## config.mk

```make
export PLATFORM = sky130hd
export DESIGN_NAME = ibdiv_core
export DESIGN_NICKNAME = d
export VERILOG_FILES = /design/src/design/ibdiv_pkg.sv /design/src/design/ibdiv_bcd_conv.sv /design/src/design/ibdiv_core.sv
export SDC_FILE = /design/constraint.sdc
export NUM_CORES = 1
export LEC_CHECK = 0
export BUFFER_PORTS_ARGS = -buffer_cell sky130_fd_sc_hd__buf_2
export CAP_MARGIN = 20
export CORE_MARGIN = 2
export CORE_UTILIZATION = 30
export CTS_CLUSTER_DIAMETER = 80
export DETAILED_ROUTE_END_ITERATION = 8
export PLACE_DENSITY = 0.54
export SLEW_MARGIN = 15
export SYNTH_ARGS = -nofsm -noshare
export SYNTH_HDL_FRONTEND = slang
export SYNTH_HIERARCHICAL = 1
export SYNTH_SLANG_ARGS = --single-unit
```

## constraint.sdc

```tcl
create_clock -name ref_clk_i -period 22.4 [get_ports ref_clk_i]
set_input_delay 2.24 -clock ref_clk_i [delete_from_list [all_inputs] [get_ports ref_clk_i]]
set_output_delay 2.24 -clock ref_clk_i [all_outputs]
set_load 0.005 [all_outputs]
```

## src/design/ibdiv_pkg.sv

```systemverilog
// Package for the integer and BCD divider: operation codes, widths, carriers.
// Assumes a single clock domain and a sequencer that holds operands steady.
`default_nettype none
package ibdiv_pkg;
  // ----------------------------------------------------------------------
  // Widths and constants
  // ----------------------------------------------------------------------
  localparam int unsigned WORD_W   = 16;
  localparam int unsigned DWORD_W  = 32;
  localparam int unsigned DIGITS   = 4;
  localparam int unsigned DIV_STEPS = 32;
  localparam logic [15:0] MIN_WORD = 16'h8000;
  localparam logic [15:0] NEG_ONE  = 16'hffff;
  localparam logic [31:0] ZERO_DW  = 32'h0000_0000;

  // ----------------------------------------------------------------------
  // Types
  // ----------------------------------------------------------------------
  typedef enum logic [1:0] {
    IBDIV_OP_WORD,
    IBDIV_OP_DWORD,
    IBDIV_OP_BCD
  } ibdiv_op_t;

  typedef struct packed {
    logic        trigger;
    ibdiv_op_t   op;
    logic [31:0] dividend;
    logic [31:0] divisor;
  } ibdiv_req_t;

  typedef struct packed {
    logic        done;
    logic [31:0] quotient;
    logic [15:0] remainder_register;
    logic [15:0] remainder_high;
    logic        zero_result_flag;
    logic        overflow_flag;
  } ibdiv_rsp_t;
endpackage
`default_nettype wire

```

## src/design/ibdiv_bcd_conv.sv

```systemverilog
// Combinational packed BCD to binary and binary to packed BCD conversion.
// Assumes inputs carry legal BCD digits; values above 9999 are not expected.
`default_nettype none
module ibdiv_bcd_conv (
  input  wire logic [15:0] bcd_i,
  output logic      [15:0] bin_o,
  input  wire logic [15:0] bin_i,
  output logic      [15:0] bcd_o
);
  // ----------------------------------------------------------------------
  // Conversion
  // ----------------------------------------------------------------------
  logic [31:0] dd;
  always_comb begin
    bin_o = 16'(bcd_i[15:12] * 16'h03e8) + 16'(bcd_i[11:8] * 16'h0064)
          + 16'(bcd_i[7:4] * 16'h000a) + 16'(bcd_i[3:0]);
    // Double dabble: shift and add three keeps each nibble a decimal digit.
    dd = {16'h0000, bin_i};
    for (int i = 0; i < 16; i++) begin
      for (int d = 0; d < 4; d++) begin
        if (dd[16+4*d +: 4] > 4'h4) begin
          dd[16+4*d +: 4] = dd[16+4*d +: 4] + 4'h3;
        end
      end
      dd = {dd[30:0], 1'b0};
    end
    bcd_o = dd[31:16];
  end
endmodule // ibdiv_bcd_conv
`default_nettype wire

```

## src/design/ibdiv_core.sv

```systemverilog
// Divider datapath: signed word, signed double word and 4-digit BCD divide.
// Assumes the sequencer holds request fields steady while the trigger is ON.
//
// Function
// - An ON trigger divides the 16-bit dividend by the 16-bit divisor and outputs the quotient.
// - The 16-bit divide overwrites the remainder register with its remainder.
// - The 16-bit divide treats operands and results as two's-complement.
// - An ON trigger divides the 32-bit dividend by the 32-bit divisor and outputs the quotient.
// - The 32-bit divide puts its remainder in the pair, low half in the remainder register.
// - The 32-bit divide treats operands and results as signed double-width integers.
// - A zero 16-bit signed result pulses the zero-result flag for one cycle.
// - Dividing 16'h8000 by 16'hffff in 16-bit mode pulses the overflow flag for one cycle.
// - An ON trigger divides a 4-digit BCD dividend by a BCD divisor giving a BCD quotient.
// - The BCD divide writes its BCD remainder into the remainder register.
// - A zero BCD quotient pulses the zero-result flag for one cycle.
`default_nettype none
module ibdiv_core (
  input  wire logic               ref_clk_i,
  input  wire logic               rst_i,
  input  wire logic               clk_en_i,
  input  wire ibdiv_pkg::ibdiv_req_t req_i,
  output logic                    busy_o,
  output ibdiv_pkg::ibdiv_rsp_t   rsp_o
);
  // ----------------------------------------------------------------------
  // State
  // ----------------------------------------------------------------------
  typedef enum logic [1:0] {ST_IDLE, ST_RUN, ST_FINISH, ST_WAIT} ibdiv_st_t;

  typedef struct packed {
    ibdiv_st_t             st;
    ibdiv_pkg::ibdiv_op_t  op;
    logic [5:0]            cnt;
    logic [31:0]           num;
    logic [31:0]           den;
    logic [31:0]           rem;
    logic                  neg_q;
    logic                  neg_r;
    logic                  busy;
    ibdiv_pkg::ibdiv_rsp_t rsp;
  } ibdiv_state_t;

  ibdiv_state_t s_q;
  ibdiv_state_t s_d;

  logic [15:0] bcd_a_bin;
  logic [15:0] bcd_b_bin;
  logic [15:0] q_bcd;
  logic [15:0] r_bcd;

  // ----------------------------------------------------------------------
  // BCD conversion
  // ----------------------------------------------------------------------
  // Lane 0 carries the dividend and the quotient, lane 1 the divisor and
  // the remainder. Both operands convert in the cycle the trigger is taken,
  // which costs a second converter but keeps the take to a single edge.
  logic [1:0][15:0] lane_bcd_in;
  logic [1:0][15:0] lane_bin_out;
  logic [1:0][15:0] lane_bin_in;
  logic [1:0][15:0] lane_bcd_out;

  assign lane_bcd_in[0] = req_i.dividend[15:0];
  assign lane_bcd_in[1] = req_i.divisor[15:0];
  assign lane_bin_in[0] = s_q.num[15:0];
  assign lane_bin_in[1] = s_q.rem[15:0];

  for (genvar g = 0; g < 2; g++) begin : g_conv
    ibdiv_bcd_conv u_ibdiv_bcd_conv (
      .bcd_i (lane_bcd_in[g]),
      .bin_o (lane_bin_out[g]),
      .bin_i (lane_bin_in[g]),
      .bcd_o (lane_bcd_out[g])
    );
  end

  assign bcd_a_bin = lane_bin_out[0];
  assign bcd_b_bin = lane_bin_out[1];
  assign q_bcd     = lane_bcd_out[0];
  assign r_bcd     = lane_bcd_out[1];

  // ----------------------------------------------------------------------
  // Helpers
  // ----------------------------------------------------------------------
  // Magnitude of a signed double word. The most negative value maps to
  // itself, which the unsigned step logic still divides correctly.
  function automatic logic [31:0] abs32(input logic [31:0] v);
    abs32 = v[31] ? 32'(-v) : v;
  endfunction

  // Sign extension of a word to a double word.
  function automatic logic [31:0] sext16(input logic [15:0] v);
    sext16 = {{16{v[15]}}, v};
  endfunction

  // ----------------------------------------------------------------------
  // Next state
  // ----------------------------------------------------------------------
  logic [31:0] dvd;
  logic [31:0] dvs;
  logic [32:0] trial;
  logic [31:0] qv;
  logic [31:0] rv;
  always_comb begin
    s_d = s_q;
    s_d.rsp.done = 1'b0;
    s_d.rsp.zero_result_flag = 1'b0;
    s_d.rsp.overflow_flag = 1'b0;
    dvd = ibdiv_pkg::ZERO_DW;
    dvs = ibdiv_pkg::ZERO_DW;
    trial = 33'h0_0000_0000;
    qv = ibdiv_pkg::ZERO_DW;
    rv = ibdiv_pkg::ZERO_DW;
    unique case (s_q.st)
      ST_IDLE: begin
        if (req_i.trigger) begin
          unique case (req_i.op)
            ibdiv_pkg::IBDIV_OP_WORD: begin
              dvd = sext16(req_i.dividend[15:0]);
              dvs = sext16(req_i.divisor[15:0]);
            end
            ibdiv_pkg::IBDIV_OP_DWORD: begin
              dvd = req_i.dividend;
              dvs = req_i.divisor;
            end
            default: begin
              // BCD operands are unsigned, so bit 31 stays clear.
              dvd = {16'h0000, bcd_a_bin};
              dvs = {16'h0000, bcd_b_bin};
            end
          endcase
          s_d.op = req_i.op;
          s_d.neg_q = dvd[31] ^ dvs[31];
          s_d.neg_r = dvd[31];
          s_d.num = abs32(dvd);
          s_d.den = abs32(dvs);
          s_d.rem = ibdiv_pkg::ZERO_DW;
          s_d.cnt = 6'd0;
          // Operands are taken on this edge only; busy then refuses the rest.
          s_d.busy = 1'b1;
          s_d.st = ST_RUN;
        end
      end
      ST_RUN: begin
        // One restoring step a cycle keeps the area to one subtractor.
        // A zero divisor is not flagged: every step subtracts nothing, so
        // the quotient magnitude comes out all ones and the remainder is the dividend.
        trial = {s_q.rem, s_q.num[31]} - {1'b0, s_q.den};
        if (!trial[32]) begin
          s_d.rem = trial[31:0];
          s_d.num = {s_q.num[30:0], 1'b1};
        end else begin
          s_d.rem = {s_q.rem[30:0], s_q.num[31]};
          s_d.num = {s_q.num[30:0], 1'b0};
        end
        s_d.cnt = 6'(s_q.cnt + 6'd1);
        if (s_q.cnt == 6'(ibdiv_pkg::DIV_STEPS - 1)) begin
          s_d.st = ST_FINISH;
        end
      end
      ST_FINISH: begin
        qv = s_q.neg_q ? 32'(-s_q.num) : s_q.num;
        rv = s_q.neg_r ? 32'(-s_q.rem) : s_q.rem;
        s_d.rsp.done = 1'b1;
        unique case (s_q.op)
          ibdiv_pkg::IBDIV_OP_WORD: begin
            s_d.rsp.quotient = sext16(qv[15:0]);
            s_d.rsp.remainder_register = rv[15:0];
            s_d.rsp.zero_result_flag = (qv[15:0] == 16'h0000);
            // The overflow case still delivers 16'h8000 sign-extended with
            // a zero remainder; only the flag tells it apart.
            s_d.rsp.overflow_flag =
              (s_q.neg_r && s_q.num == {16'h0000, ibdiv_pkg::MIN_WORD}
               && s_q.den == 32'h0000_0001 && !s_q.neg_q);
          end
          ibdiv_pkg::IBDIV_OP_DWORD: begin
            s_d.rsp.quotient = qv;
            s_d.rsp.remainder_register = rv[15:0];
            s_d.rsp.remainder_high = rv[31:16];
          end
          default: begin
            s_d.rsp.quotient = {16'h0000, q_bcd};
            s_d.rsp.remainder_register = r_bcd;
            s_d.rsp.zero_result_flag = (q_bcd == 16'h0000);
          end
        endcase
        s_d.st = ST_WAIT;
      end
      ST_WAIT: begin
        // Hold until the trigger drops so one ON period gives one result.
        if (!req_i.trigger) begin
          s_d.busy = 1'b0;
          s_d.st = ST_IDLE;
        end
      end
    endcase
  end

  // ----------------------------------------------------------------------
  // Registers
  // ----------------------------------------------------------------------
  // Reset clears the last result as well, so outputs read zero after it.
  // A low clock enable freezes a divide mid-step; the result only comes late.
  always_ff @(posedge ref_clk_i or posedge rst_i) begin
    if (rst_i) begin
      s_q <= '0;
    end else if (clk_en_i) begin
      s_q <= s_d;
    end
  end

  // ----------------------------------------------------------------------
  // Outputs
  // ----------------------------------------------------------------------
  // Both ports read flip-flops directly, so nothing combinational reaches
  // the sequencer.
  assign busy_o = s_q.busy;
  assign rsp_o  = s_q.rsp;
endmodule // ibdiv_core
`default_nettype wire

```

==> results_tabular.tex, run 1 <==
\begin{tabular}{lr}
\hline
Metric & Value \\
\hline
\multicolumn{2}{l}{\textbf{Synthesis}} \\
Cell type with the largest total area after synthesis & dfrtp\_1 \\
Post-Syn Instances & 3569 \\
Sequential share of the synthesized area & 16.3\% \\
Average cell area after synthesis & 7.58 µm² \\
Number of enable flip-flop cells after synthesis & 0 \\
Dominant cells by area after synthesis & dfrtp\_1 16\%, ha\_1 8.6\%, nand2\_1 5.1\% \\
Net count after synthesis & 3860 \\
Total of warnings raised by yosys & 6 \\
Post-Synthesis Cell Area & 27000 µm² \\
Area share of the largest cell type after synthesis & 16.3\% \\
Post-synthesis async set-or-reset flop share & 100\% \\
Flops \& latches, synth & 176 \\
Distinct cells, synth & 139 \\
Top\_reg\_cell synth & dfrtp\_1 \\
\multicolumn{2}{l}{\textbf{Layout}} \\
Most frequent standard cell in the layout excluding fill and tap cells & nand2\_1 \\
Number of nets at the end of the flow & 3763 \\
Signed area change from the synthesized netlist to the final layout & 5.51\% \\
Most frequent cells in the layout & 366 x nand2\_1, 263 x nor2\_1, 253 x a21oi\_1, 243 x o21ai\_0, 194 x inv\_1 \\
Final cell utilization of the core & 31.8\% \\
Register cell area after layout & 4410 µm² \\
Area of the multi-input gates & 20400 µm² \\
Layout fillers & 9590 \\
Layout cells sized above 1 & 10.5\% \\
\multicolumn{2}{l}{\textbf{Worst setup path}} \\
Nature of the critical path startpoint & flop \\
Delay of the slowest cell on the worst path & 610 ps \\
Endpoint required time on the critical path & 22800 ps \\
Worst setup startpoint & lane\_bin\_in[13]\$\_DFFE\_PP0P\_ \\
Data arrival time of the critical path & 10540 ps \\
Crit path kind & flop to flop \\
Buf/Inv on CP & 2 \\
Worst-path maximum fanout & 18 \\
Most common cell on crit path & ha\_1 \\
Critical path's top delay family & compound AO/OA/AOI/OAI gates \\
Endpoint kind of the worst setup timing path & flop \\
Slowest cell on the critical path & nor3\_2 \\
Reg2reg start & lane\_bin\_in[13]\$\_DFFE\_PP0P\_ \\
\multicolumn{2}{l}{\textbf{Clocking}} \\
Hold bufs inserted after CTS & 0 \\
Clk Latency, worst-skew pair & 500 ps \\
\# resized after CTS & 0 \\
Maximum number of buffers from clock root to sink & 2 \\
Number of sinks driven by the clock tree & 176 \\
Number of clock buffers inserted by TritonCTS & 17 \\
H-Tree Level Count & 4 \\
Clock input transition at the sequential cells of the worst setup and hold paths & 80 ps \\
Cell at the root of the clock tree & clkbuf\_16 \\
CTS tree & done \\
Post-CTS repair timing setup buffer count & 0 \\
\multicolumn{2}{l}{\textbf{Global routing}} \\
Wire length of the first global-routing pass & 133 mm \\
Number of global-route vias before repair & 23947 \\
GR Util All Layers & 17.4\% \\
Gr ovfl total & 0 \\
Maximum number of pins on one net before global-route repair & 86 \\
Antenna violations before repair & 5 \\
\multicolumn{2}{l}{\textbf{Place}} \\
DPL Wire Length & 63.2 mm \\
Final estimated routing congestion in global placement & 0.886 \\
Port Buf Inserts & 137 \\
\multicolumn{2}{l}{\textbf{Timing}} \\
Pin slew with the least headroom to its limit & 1130 ps \\
Number of slew-limit violations in the final report & 0 \\
Period utilization & 45.3\% \\
Peak clock frequency supported by timing & 98.6 MHz \\
Final Setup Violations & 0 \\
Maximum clock skew at final layout & 19.9 ps \\
Accumulated negative setup slack & 0 ps \\
Minimum period implied by the final worst setup slack & 10140 ps \\
Worst slew margin & 24.7\% \\
Final Hold Vio Count & 0 \\
Setup repair after global routing missed its margin & no \\
\multicolumn{2}{l}{\textbf{Floorplanning}} \\
Number of I/O pins & 138 \\
Core area & 89600 µm² \\
Starting Density & 30.2\% \\
Die extent in y & 304 µm \\
Rows & 110 \\
DIE WIDTH & 304 µm \\
Die area & 92500 µm² \\
\multicolumn{2}{l}{\textbf{Flow run}} \\
Number of max-capacitance violations reported & 0 \\
\multicolumn{2}{l}{\textbf{Route}} \\
Number of design-rule violations left by the first detailed-router iteration & 2283 \\
Post-DRT Antenna Nets & 0 \\
Number of vias in the routed layout & 26170 \\
Detailed-router iteration count before antenna repair & 5 \\
Per-cell via count in the routed design & 5.61 \\
Detail-routed net length per standard cell & 17.7 µm \\
Final WL & 82.3 mm \\
DRC viols & 0 \\
\multicolumn{2}{l}{\textbf{Outcome}} \\
Outcome & complete, no violations \\
\multicolumn{2}{l}{\textbf{Min path}} \\
Class of the tightest hold or removal check & flop to flop \\
Hold wc startpoint & rsp\_o[10]\$\_DFFE\_PP0P\_ \\
\hline
\end{tabular}
==> layout make-up <==
type                            count  area share [%]
Antenna cell                        2          0.0175
Multi-Input combinational cell   2914            71.4
Inverter                          198            2.63
Tap cell                         1176            5.16
Sequential cell                   176            15.4
Clock inverter                     15           0.640
Clock buffer                       17            1.49
Timing Repair Buffer              165            3.18
==> layer usage <==
layer | vias to the layer above | global-route usage (%) | share of wire, %
li1 | 12989 | - | -
met1 | 12357 | 26.1 | 50
met2 | 750 | 25.6 | 42
met3 | 72 | 2.85 | 5.5
met4 | 2 | 4.01 | 1.6
met5 | - | 0 | 0.013
==> cell families after synthesis <==
| logic type | share of synthesized area (%) |
|---|---|
| muxes | 3.42 |
| buffers and inverters | 8.45 |
| xor gates and xnor gates | 8.01 |
| adders and majority gates | 11.2 |
| AOI/OAI and AO/OA | 31.0 |
| DFF | 16.3 |
| other | 0.0278 |
| and+or+nand+nor | 21.6 |
==> registers in the layout, indices dropped and copies added (netlist names) <==
name and flops:
lane_bin_in 32, busy_o 1, s_q 76, rsp_o 67
==> tightest hold or removal path, cell delays in order, from the launching register on <==
cell	delay, ps
dfrtp_1	340
nand2_1	50
o21ai_0	60
==> cell usage after synthesis, drive strengths merged (32+ instances only) <==
master,number
nand2,371
o21ai,277
nor2,276
a21oi,260
inv,196
ha,186
dfrtp,176
buf,149
clkbuf,132
xnor2,130
nand3,118
nor3,109
xor2,95
mux2i,67
a31oi,57
o211ai,54
o31ai,51
nor4,50
and3,45
a211oi,44
a21o,42
fa,35
a221oi,32
==> final timing paths <==
check / endpoint / slack, ps / cells past startpoint
max: rsp_o[1]$_DFFE_PP0P_ / 12260 / 41
min: rsp_o[10]$_DFFE_PP0P_ / 480 / 2
max reg2reg: rsp_o[1]$_DFFE_PP0P_ / 12260 / 41
min reg2reg: rsp_o[10]$_DFFE_PP0P_ / 480 / 2
max in group asynchronous: s_q[173]$_DFFE_PP0P_ / 19390 / 3
min in group asynchronous: rsp_o[34]$_DFFE_PP0P_ / 1830 / 2
==> per-stage QoR <==
step	std cells	setup slack (ps)	hold slack [ps]	area, µm²
after floorplan	3569	13870	450	27000
after global placement	4628	12580	460	27900
after detailed placement	4628	12390	465	27900
after CTS	4660	12290	484	28500
after global routing	4662	11130	498	28500
final	4663	12260	480	28500
Power of run 1 is not shown: default switching activity piles up to over one toggle a cycle in this logic, so the estimate is an artifact.
==> run 2: changes to the inputs <==
==> constraint.sdc (replaced) <==
create_clock -name ref_clk_i -period 10.3 [get_ports ref_clk_i]
set_input_delay 1.03 -clock ref_clk_i [delete_from_list [all_inputs] [get_ports ref_clk_i]]
set_output_delay 1.03 -clock ref_clk_i [all_outputs]
set_load 0.005 [all_outputs]
==> results_tabular.tex, run 2 (same netlist as run 1, synthesis figures left out) <==
\begin{tabular}{lr}
\hline
Metric & Value \\
\hline
\multicolumn{2}{l}{\textbf{Layout}} \\
Layout cells sized above 1 & 11.5\% \\
Most frequent standard cell in the layout excluding fill and tap cells & nand2\_1 \\
Number of nets at the end of the flow & 3785 \\
Area of the multi-input gates & 20400 µm² \\
Flip-flop count of the largest register after layout & 76 \\
Signed area change from the synthesized netlist to the final layout & 6.27\% \\
Most frequent cells in the layout & 366 x nand2\_1, 263 x nor2\_1, 253 x a21oi\_1, 242 x o21ai\_0, 194 x inv\_1 \\
Largest register by flop count & s\_q \\
Post-route cell area & 28700 µm² \\
Register cell area after layout & 4410 µm² \\
Final cell utilization of the core & 32.1\% \\
Layout fillers & 9593 \\
\multicolumn{2}{l}{\textbf{Place}} \\
DPL Wire Length & 63.3 mm \\
Port Buf Inserts & 137 \\
Final estimated routing congestion in global placement & 0.901 \\
Total cell area at the placement stage & 28000 µm² \\
\multicolumn{2}{l}{\textbf{Timing}} \\
Peak clock frequency supported by timing & 105 MHz \\
Setup repair after global routing missed its margin & no \\
Accumulated negative setup slack & 0 ps \\
Maximum clock skew at final layout & 19.7 ps \\
Pin slew with the least headroom to its limit & 1070 ps \\
Period utilization & 92.3\% \\
Number of slew-limit violations in the final report & 0 \\
Worst slew margin & 28.4\% \\
Final Setup Violations & 0 \\
Minimum period implied by the final worst setup slack & 9510 ps \\
Final Hold Vio Count & 0 \\
\multicolumn{2}{l}{\textbf{Worst setup path}} \\
Slowest cell on the critical path & o32ai\_2 \\
Worst r2r dst & rsp\_o[1]\$\_DFFE\_PP0P\_ \\
Endpoint kind of the worst setup timing path & flop \\
Endpoint required time on the critical path & 10690 ps \\
Reg2reg setup slack & 790 ps \\
Endpoint of the most critical setup path & rsp\_o[1]\$\_DFFE\_PP0P\_ \\
Worst setup startpoint & lane\_bin\_in[14]\$\_DFFE\_PP0P\_ \\
Cells on worst reg2reg path & 36 \\
Delay of the slowest cell on the worst path & 800 ps \\
Worst-path maximum fanout & 16 \\
Nature of the critical path startpoint & flop \\
Data arrival time of the critical path & 9900 ps \\
Crit path kind & flop to flop \\
Reg2reg start & lane\_bin\_in[14]\$\_DFFE\_PP0P\_ \\
\multicolumn{2}{l}{\textbf{Clocking}} \\
Number of clock buffers inserted by TritonCTS & 17 \\
Maximum number of buffers from clock root to sink & 2 \\
H-Tree Level Count & 4 \\
Number of sinks driven by the clock tree & 176 \\
CTS tree & done \\
Cell at the root of the clock tree & clkbuf\_16 \\
Hold bufs inserted after CTS & 0 \\
Clock input transition at the sequential cells of the worst setup and hold paths & 90 ps \\
Clk Latency, worst-skew pair & 500 ps \\
\multicolumn{2}{l}{\textbf{Global routing}} \\
Wire length of the first global-routing pass & 133 mm \\
Number of global-route vias before repair & 23997 \\
Gr ovfl total & 0 \\
GR Util All Layers & 17.3\% \\
Antenna violations before repair & 4 \\
Maximum number of pins on one net before global-route repair & 116 \\
\multicolumn{2}{l}{\textbf{Route}} \\
Final WL & 82.9 mm \\
DRC viols & 0 \\
Detailed-router iteration count before antenna repair & 6 \\
Detail-routed net length per standard cell & 17.7 µm \\
Per-cell via count in the routed design & 5.63 \\
Post-DRT Antenna Nets & 0 \\
Number of vias in the routed layout & 26360 \\
Number of design-rule violations left by the first detailed-router iteration & 2033 \\
\multicolumn{2}{l}{\textbf{Floorplanning}} \\
Number of I/O pins & 138 \\
Rows & 110 \\
Starting Density & 30.2\% \\
Die extent in y & 304 µm \\
Core area & 89600 µm² \\
Die area & 92500 µm² \\
DIE WIDTH & 304 µm \\
\multicolumn{2}{l}{\textbf{Min path}} \\
Class of the tightest hold or removal check & flop to flop \\
\multicolumn{2}{l}{\textbf{Outcome}} \\
Outcome & complete, no violations \\
\multicolumn{2}{l}{\textbf{Flow run}} \\
Number of max-capacitance violations reported & 0 \\
\hline
\end{tabular}
## run 2: changes by cell type in the layout (fill, tap and decap cells not counted), moves of 2 or more
cell	change
or2_1	-2
dfrtp_1	-2
or2_4	+2
ha_2	+3
dfrtp_2	+2
ha_1	-3
mux2i_1	-2
clkinv_8	-2
buf_4	+22
mux2i_2	+2
clkinv_4	+2
## run 2: worst max-delay path: cells and delay by family, from the launching register on
| kind | cells | cell delay, ps |
|---|---|---|
| and+or+nand+nor | 11 | 2110 |
| muxes | 1 | 390 |
| xor gates and xnor gates | 3 | 1350 |
| DFF | 1 | 520 |
| adders and majority gates | 5 | 1460 |
| buffers and inverters | 1 | 100 |
| AOI/OAI and AO/OA | 15 | 3450 |
## run 2: worst min path at each step
stage | slack (ps) | cells past startpoint | startpoint | to
2_1_floorplan | 450 | 2 | s_q[132]$_DFFE_PP0P_ | s_q[132]$_DFFE_PP0P_
3_3_place_gp | 460 | 2 | rsp_o[42]$_DFFE_PP0P_ | rsp_o[42]$_DFFE_PP0P_
3_5_place_dp | 470 | 2 | rsp_o[30]$_DFFE_PP0P_ | rsp_o[30]$_DFFE_PP0P_
4_1_cts | 480 | 2 | rsp_o[34]$_DFFE_PP0P_ | rsp_o[34]$_DFFE_PP0P_
5_1_grt | 500 | 2 | rsp_o[45]$_DFFE_PP0P_ | rsp_o[45]$_DFFE_PP0P_
6_report | 470 | 2 | rsp_o[34]$_DFFE_PP0P_ | rsp_o[34]$_DFFE_PP0P_
## run 2: cell type report
class	count	area share, %
Antenna cell	1	0.00871
Multi-Input combinational cell	2914	71.1
Tap cell	1176	5.12
Inverter	198	2.61
Timing Repair Buffer	187	3.73
Sequential cell	176	15.3
Clock inverter	15	0.566
Clock buffer	17	1.48
## run 2: timing repair
action | CTS | global route
setup buffers | 0 | 3
endpoints found under the setup margin | 0 | 7
gates resized for setup | 0 | 18
## run 2: per-layer routing
metal | vias to the layer above | share of wire (%) | track usage [%]
met1 | 12465 | 51 | 26.3
met5 | - | 0.0084 | 0
met2 | 804 | 42 | 25.6
met4 | 2 | 1.8 | 4.28
met3 | 73 | 5.3 | 2.18
li1 | 13016 | - | -
## run 2: per-stage QoR
step                      std cells  hold slack [ps]  setup WS (ps)
after floorplan                3569              450           1770
after global placement         4647              458            809
after detailed placement       4647              466            608
after CTS                      4679              484            570
after global routing           4684              505           13.0
final                          4684              472            790
Power of run 2 is left out for the same reason.
==> run 3: changes to the inputs <==
==> constraint.sdc (replaced) <==
create_clock -name ref_clk_i -period 10.5 [get_ports ref_clk_i]
set_input_delay 1.05 -clock ref_clk_i [delete_from_list [all_inputs] [get_ports ref_clk_i]]
set_output_delay 1.05 -clock ref_clk_i [all_outputs]
set_load 0.005 [all_outputs]
==> results_tabular.tex, run 3 (same netlist as run 1, synthesis figures left out) <==
\begin{tabular}{lr}
\hline
Metric & Value \\
\hline
\multicolumn{2}{l}{\textbf{Min path}} \\
Worst Hold End & rsp\_o[12]\$\_DFFE\_PP0P\_ \\
Class of the tightest hold or removal check & flop to flop \\
Hold Crit Depth & 2 \\
Hold wc startpoint & rsp\_o[12]\$\_DFFE\_PP0P\_ \\
\multicolumn{2}{l}{\textbf{Worst setup path}} \\
Crit path kind & flop to flop \\
Worst-path maximum fanout & 17 \\
Endpoint required time on the critical path & 10890 ps \\
Worst r2r dst & rsp\_o[1]\$\_DFFE\_PP0P\_ \\
Most common cell on crit path & ha\_1 \\
Reg2reg start & lane\_bin\_in[13]\$\_DFFE\_PP0P\_ \\
Data arrival time of the critical path & 10130 ps \\
Endpoint kind of the worst setup timing path & flop \\
Slowest cell on the critical path & o32ai\_4 \\
Cells on worst reg2reg path & 40 \\
Delay of the slowest cell on the worst path & 630 ps \\
Nature of the critical path startpoint & flop \\
Reg2reg setup slack & 770 ps \\
\multicolumn{2}{l}{\textbf{Timing}} \\
Setup WS post-layout & 768 ps \\
Pin slew with the least headroom to its limit & 1090 ps \\
Maximum clock skew at final layout & 18.5 ps \\
Final Hold Vio Count & 0 \\
Peak clock frequency supported by timing & 103 MHz \\
Number of slew-limit violations in the final report & 0 \\
Period utilization & 92.7\% \\
Worst slew margin & 27.2\% \\
Final Setup Violations & 0 \\
Minimum period implied by the final worst setup slack & 9730 ps \\
\multicolumn{2}{l}{\textbf{Route}} \\
DRC viols & 0 \\
Post-DRT Antenna Nets & 0 \\
Number of design-rule violations left by the first detailed-router iteration & 2205 \\
Number of vias in the routed layout & 26246 \\
Detail-routed net length per standard cell & 17.7 µm \\
Per-cell via count in the routed design & 5.61 \\
Detailed-router iteration count before antenna repair & 6 \\
Final WL & 83.1 mm \\
\multicolumn{2}{l}{\textbf{Global routing}} \\
GR Util All Layers & 17.5\% \\
Wire length of the first global-routing pass & 134 mm \\
Antenna violations before repair & 5 \\
Number of global-route vias before repair & 23917 \\
Gr ovfl total & 0 \\
Maximum number of pins on one net before global-route repair & 86 \\
\multicolumn{2}{l}{\textbf{Floorplanning}} \\
Die extent in y & 304 µm \\
Starting Density & 30.2\% \\
Number of I/O pins & 138 \\
Core area & 89600 µm² \\
Rows & 110 \\
DIE WIDTH & 304 µm \\
Die area & 92500 µm² \\
\multicolumn{2}{l}{\textbf{Clocking}} \\
Number of sinks driven by the clock tree & 176 \\
CTS tree & done \\
Clock input transition at the sequential cells of the worst setup and hold paths & 80 ps \\
Maximum number of buffers from clock root to sink & 2 \\
Clk Latency, worst-skew pair & 500 ps \\
Cell at the root of the clock tree & clkbuf\_16 \\
Number of clock buffers inserted by TritonCTS & 17 \\
H-Tree Level Count & 4 \\
Post-CTS repair timing setup buffer count & 0 \\
\multicolumn{2}{l}{\textbf{Layout}} \\
Signed area change from the synthesized netlist to the final layout & 6.03\% \\
Largest register by flop count & s\_q \\
Most frequent cells in the layout & 366 x nand2\_1, 262 x nor2\_1, 253 x a21oi\_1, 242 x o21ai\_0, 194 x inv\_1 \\
Flip-flop count of the largest register after layout & 76 \\
Layout cells sized above 1 & 11.2\% \\
Layout fillers & 9673 \\
Number of nets at the end of the flow & 3779 \\
Most frequent standard cell in the layout excluding fill and tap cells & nand2\_1 \\
\multicolumn{2}{l}{\textbf{Place}} \\
Final estimated routing congestion in global placement & 0.877 \\
DPL Wire Length & 63.4 mm \\
Worst setup slack after placement & 763 ps \\
Port Buf Inserts & 137 \\
\multicolumn{2}{l}{\textbf{Flow run}} \\
Number of max-capacitance violations reported & 0 \\
\multicolumn{2}{l}{\textbf{Outcome}} \\
Outcome & complete, no violations \\
\hline
\end{tabular}
-- run 3: changes by cell type in the layout (fill, tap and decap cells not counted), moves of 2 or more --
cell / delta
or2_4: -2
ha_2: -2
mux2i_2: -2
ha_1: +2
or2_1: +2
diode_2: +2
dfrtp_2: -2
clkinvlp_4: +2
buf_4: -5
mux2i_1: +2
clkinv_8: -2
dfrtp_1: +2
-- run 3: per-stage QoR --
| stage | std cells | area, µm² | utilization [%] | hold WS (ps) | setup TNS, ps |
|---|---|---|---|---|---|
| after floorplan | 3569 | 27000 | - | 450 | 0 |
| after global placement | 4645 | 28000 | 31.3 | 458 | 0 |
| after detailed placement | 4645 | 28000 | 31.3 | 467 | 0 |
| after CTS | 4677 | 28600 | 31.9 | 484 | 0 |
| after global routing | 4679 | 28700 | 32.0 | 505 | -30.4 |
| final | 4680 | 28700 | 32.0 | 475 | 0 |
-- run 3: worst max-delay path by stage --
stage                                     start               endpoint  slack [ps]  cells past startpoint
CTS                 lane_bin_in[29]$_DFFE_PP0P_  rsp_o[33]$_DFFE_PP0P_         770                     43
floorplan           lane_bin_in[13]$_DFFE_PP0P_   rsp_o[1]$_DFFE_PP0P_        1970                     41
global placement    lane_bin_in[29]$_DFFE_PP0P_  rsp_o[33]$_DFFE_PP0P_         980                     43
detailed placement  lane_bin_in[29]$_DFFE_PP0P_  rsp_o[33]$_DFFE_PP0P_         760                     43
global route        lane_bin_in[13]$_DFFE_PP0P_   rsp_o[1]$_DFFE_PP0P_         -30                     38
finish              lane_bin_in[13]$_DFFE_PP0P_   rsp_o[1]$_DFFE_PP0P_         770                     40
-- run 3: timing repair --
action / CTS / global route
resized for setup: 0 / 10
hold buffers: 0 / 0
setup endpoints to repair: 0 / 4
-- run 3: layout make-up --
cell class	count	area [µm²]	share of cell area, %
antenna	3	7.51	0.0262
clock buffer	17	425	1.48
clock inverter	15	166	0.580
inverter	198	751	2.62
multi-input combinational	2914	20400	71.2
sequential	176	4410	15.4
tap	1176	1470	5.13
timing repair buffer	181	1020	3.55
-- run 3: routing by layer --
layer | vias up | routed length [µm] | GRT usage [%]
li1 | 13021 | - | -
met1 | 12400 | 41500 | 26.3
met2 | 769 | 35500 | 26.0
met3 | 54 | 4760 | 2.28
met4 | 2 | 1260 | 4.12
met5 | - | 7 | 0
-- run 3: worst max-delay path, delay by kind of cell, from the launching register on --
family,cells,cell delay (ps)
compound gates,15,3760
xor+xnor,2,650
fa+ha+maj,4,1070
buf+inv,3,430
flops,1,520
mux,1,170
simple gates,15,2980
Power of run 3 is left out for the same reason.
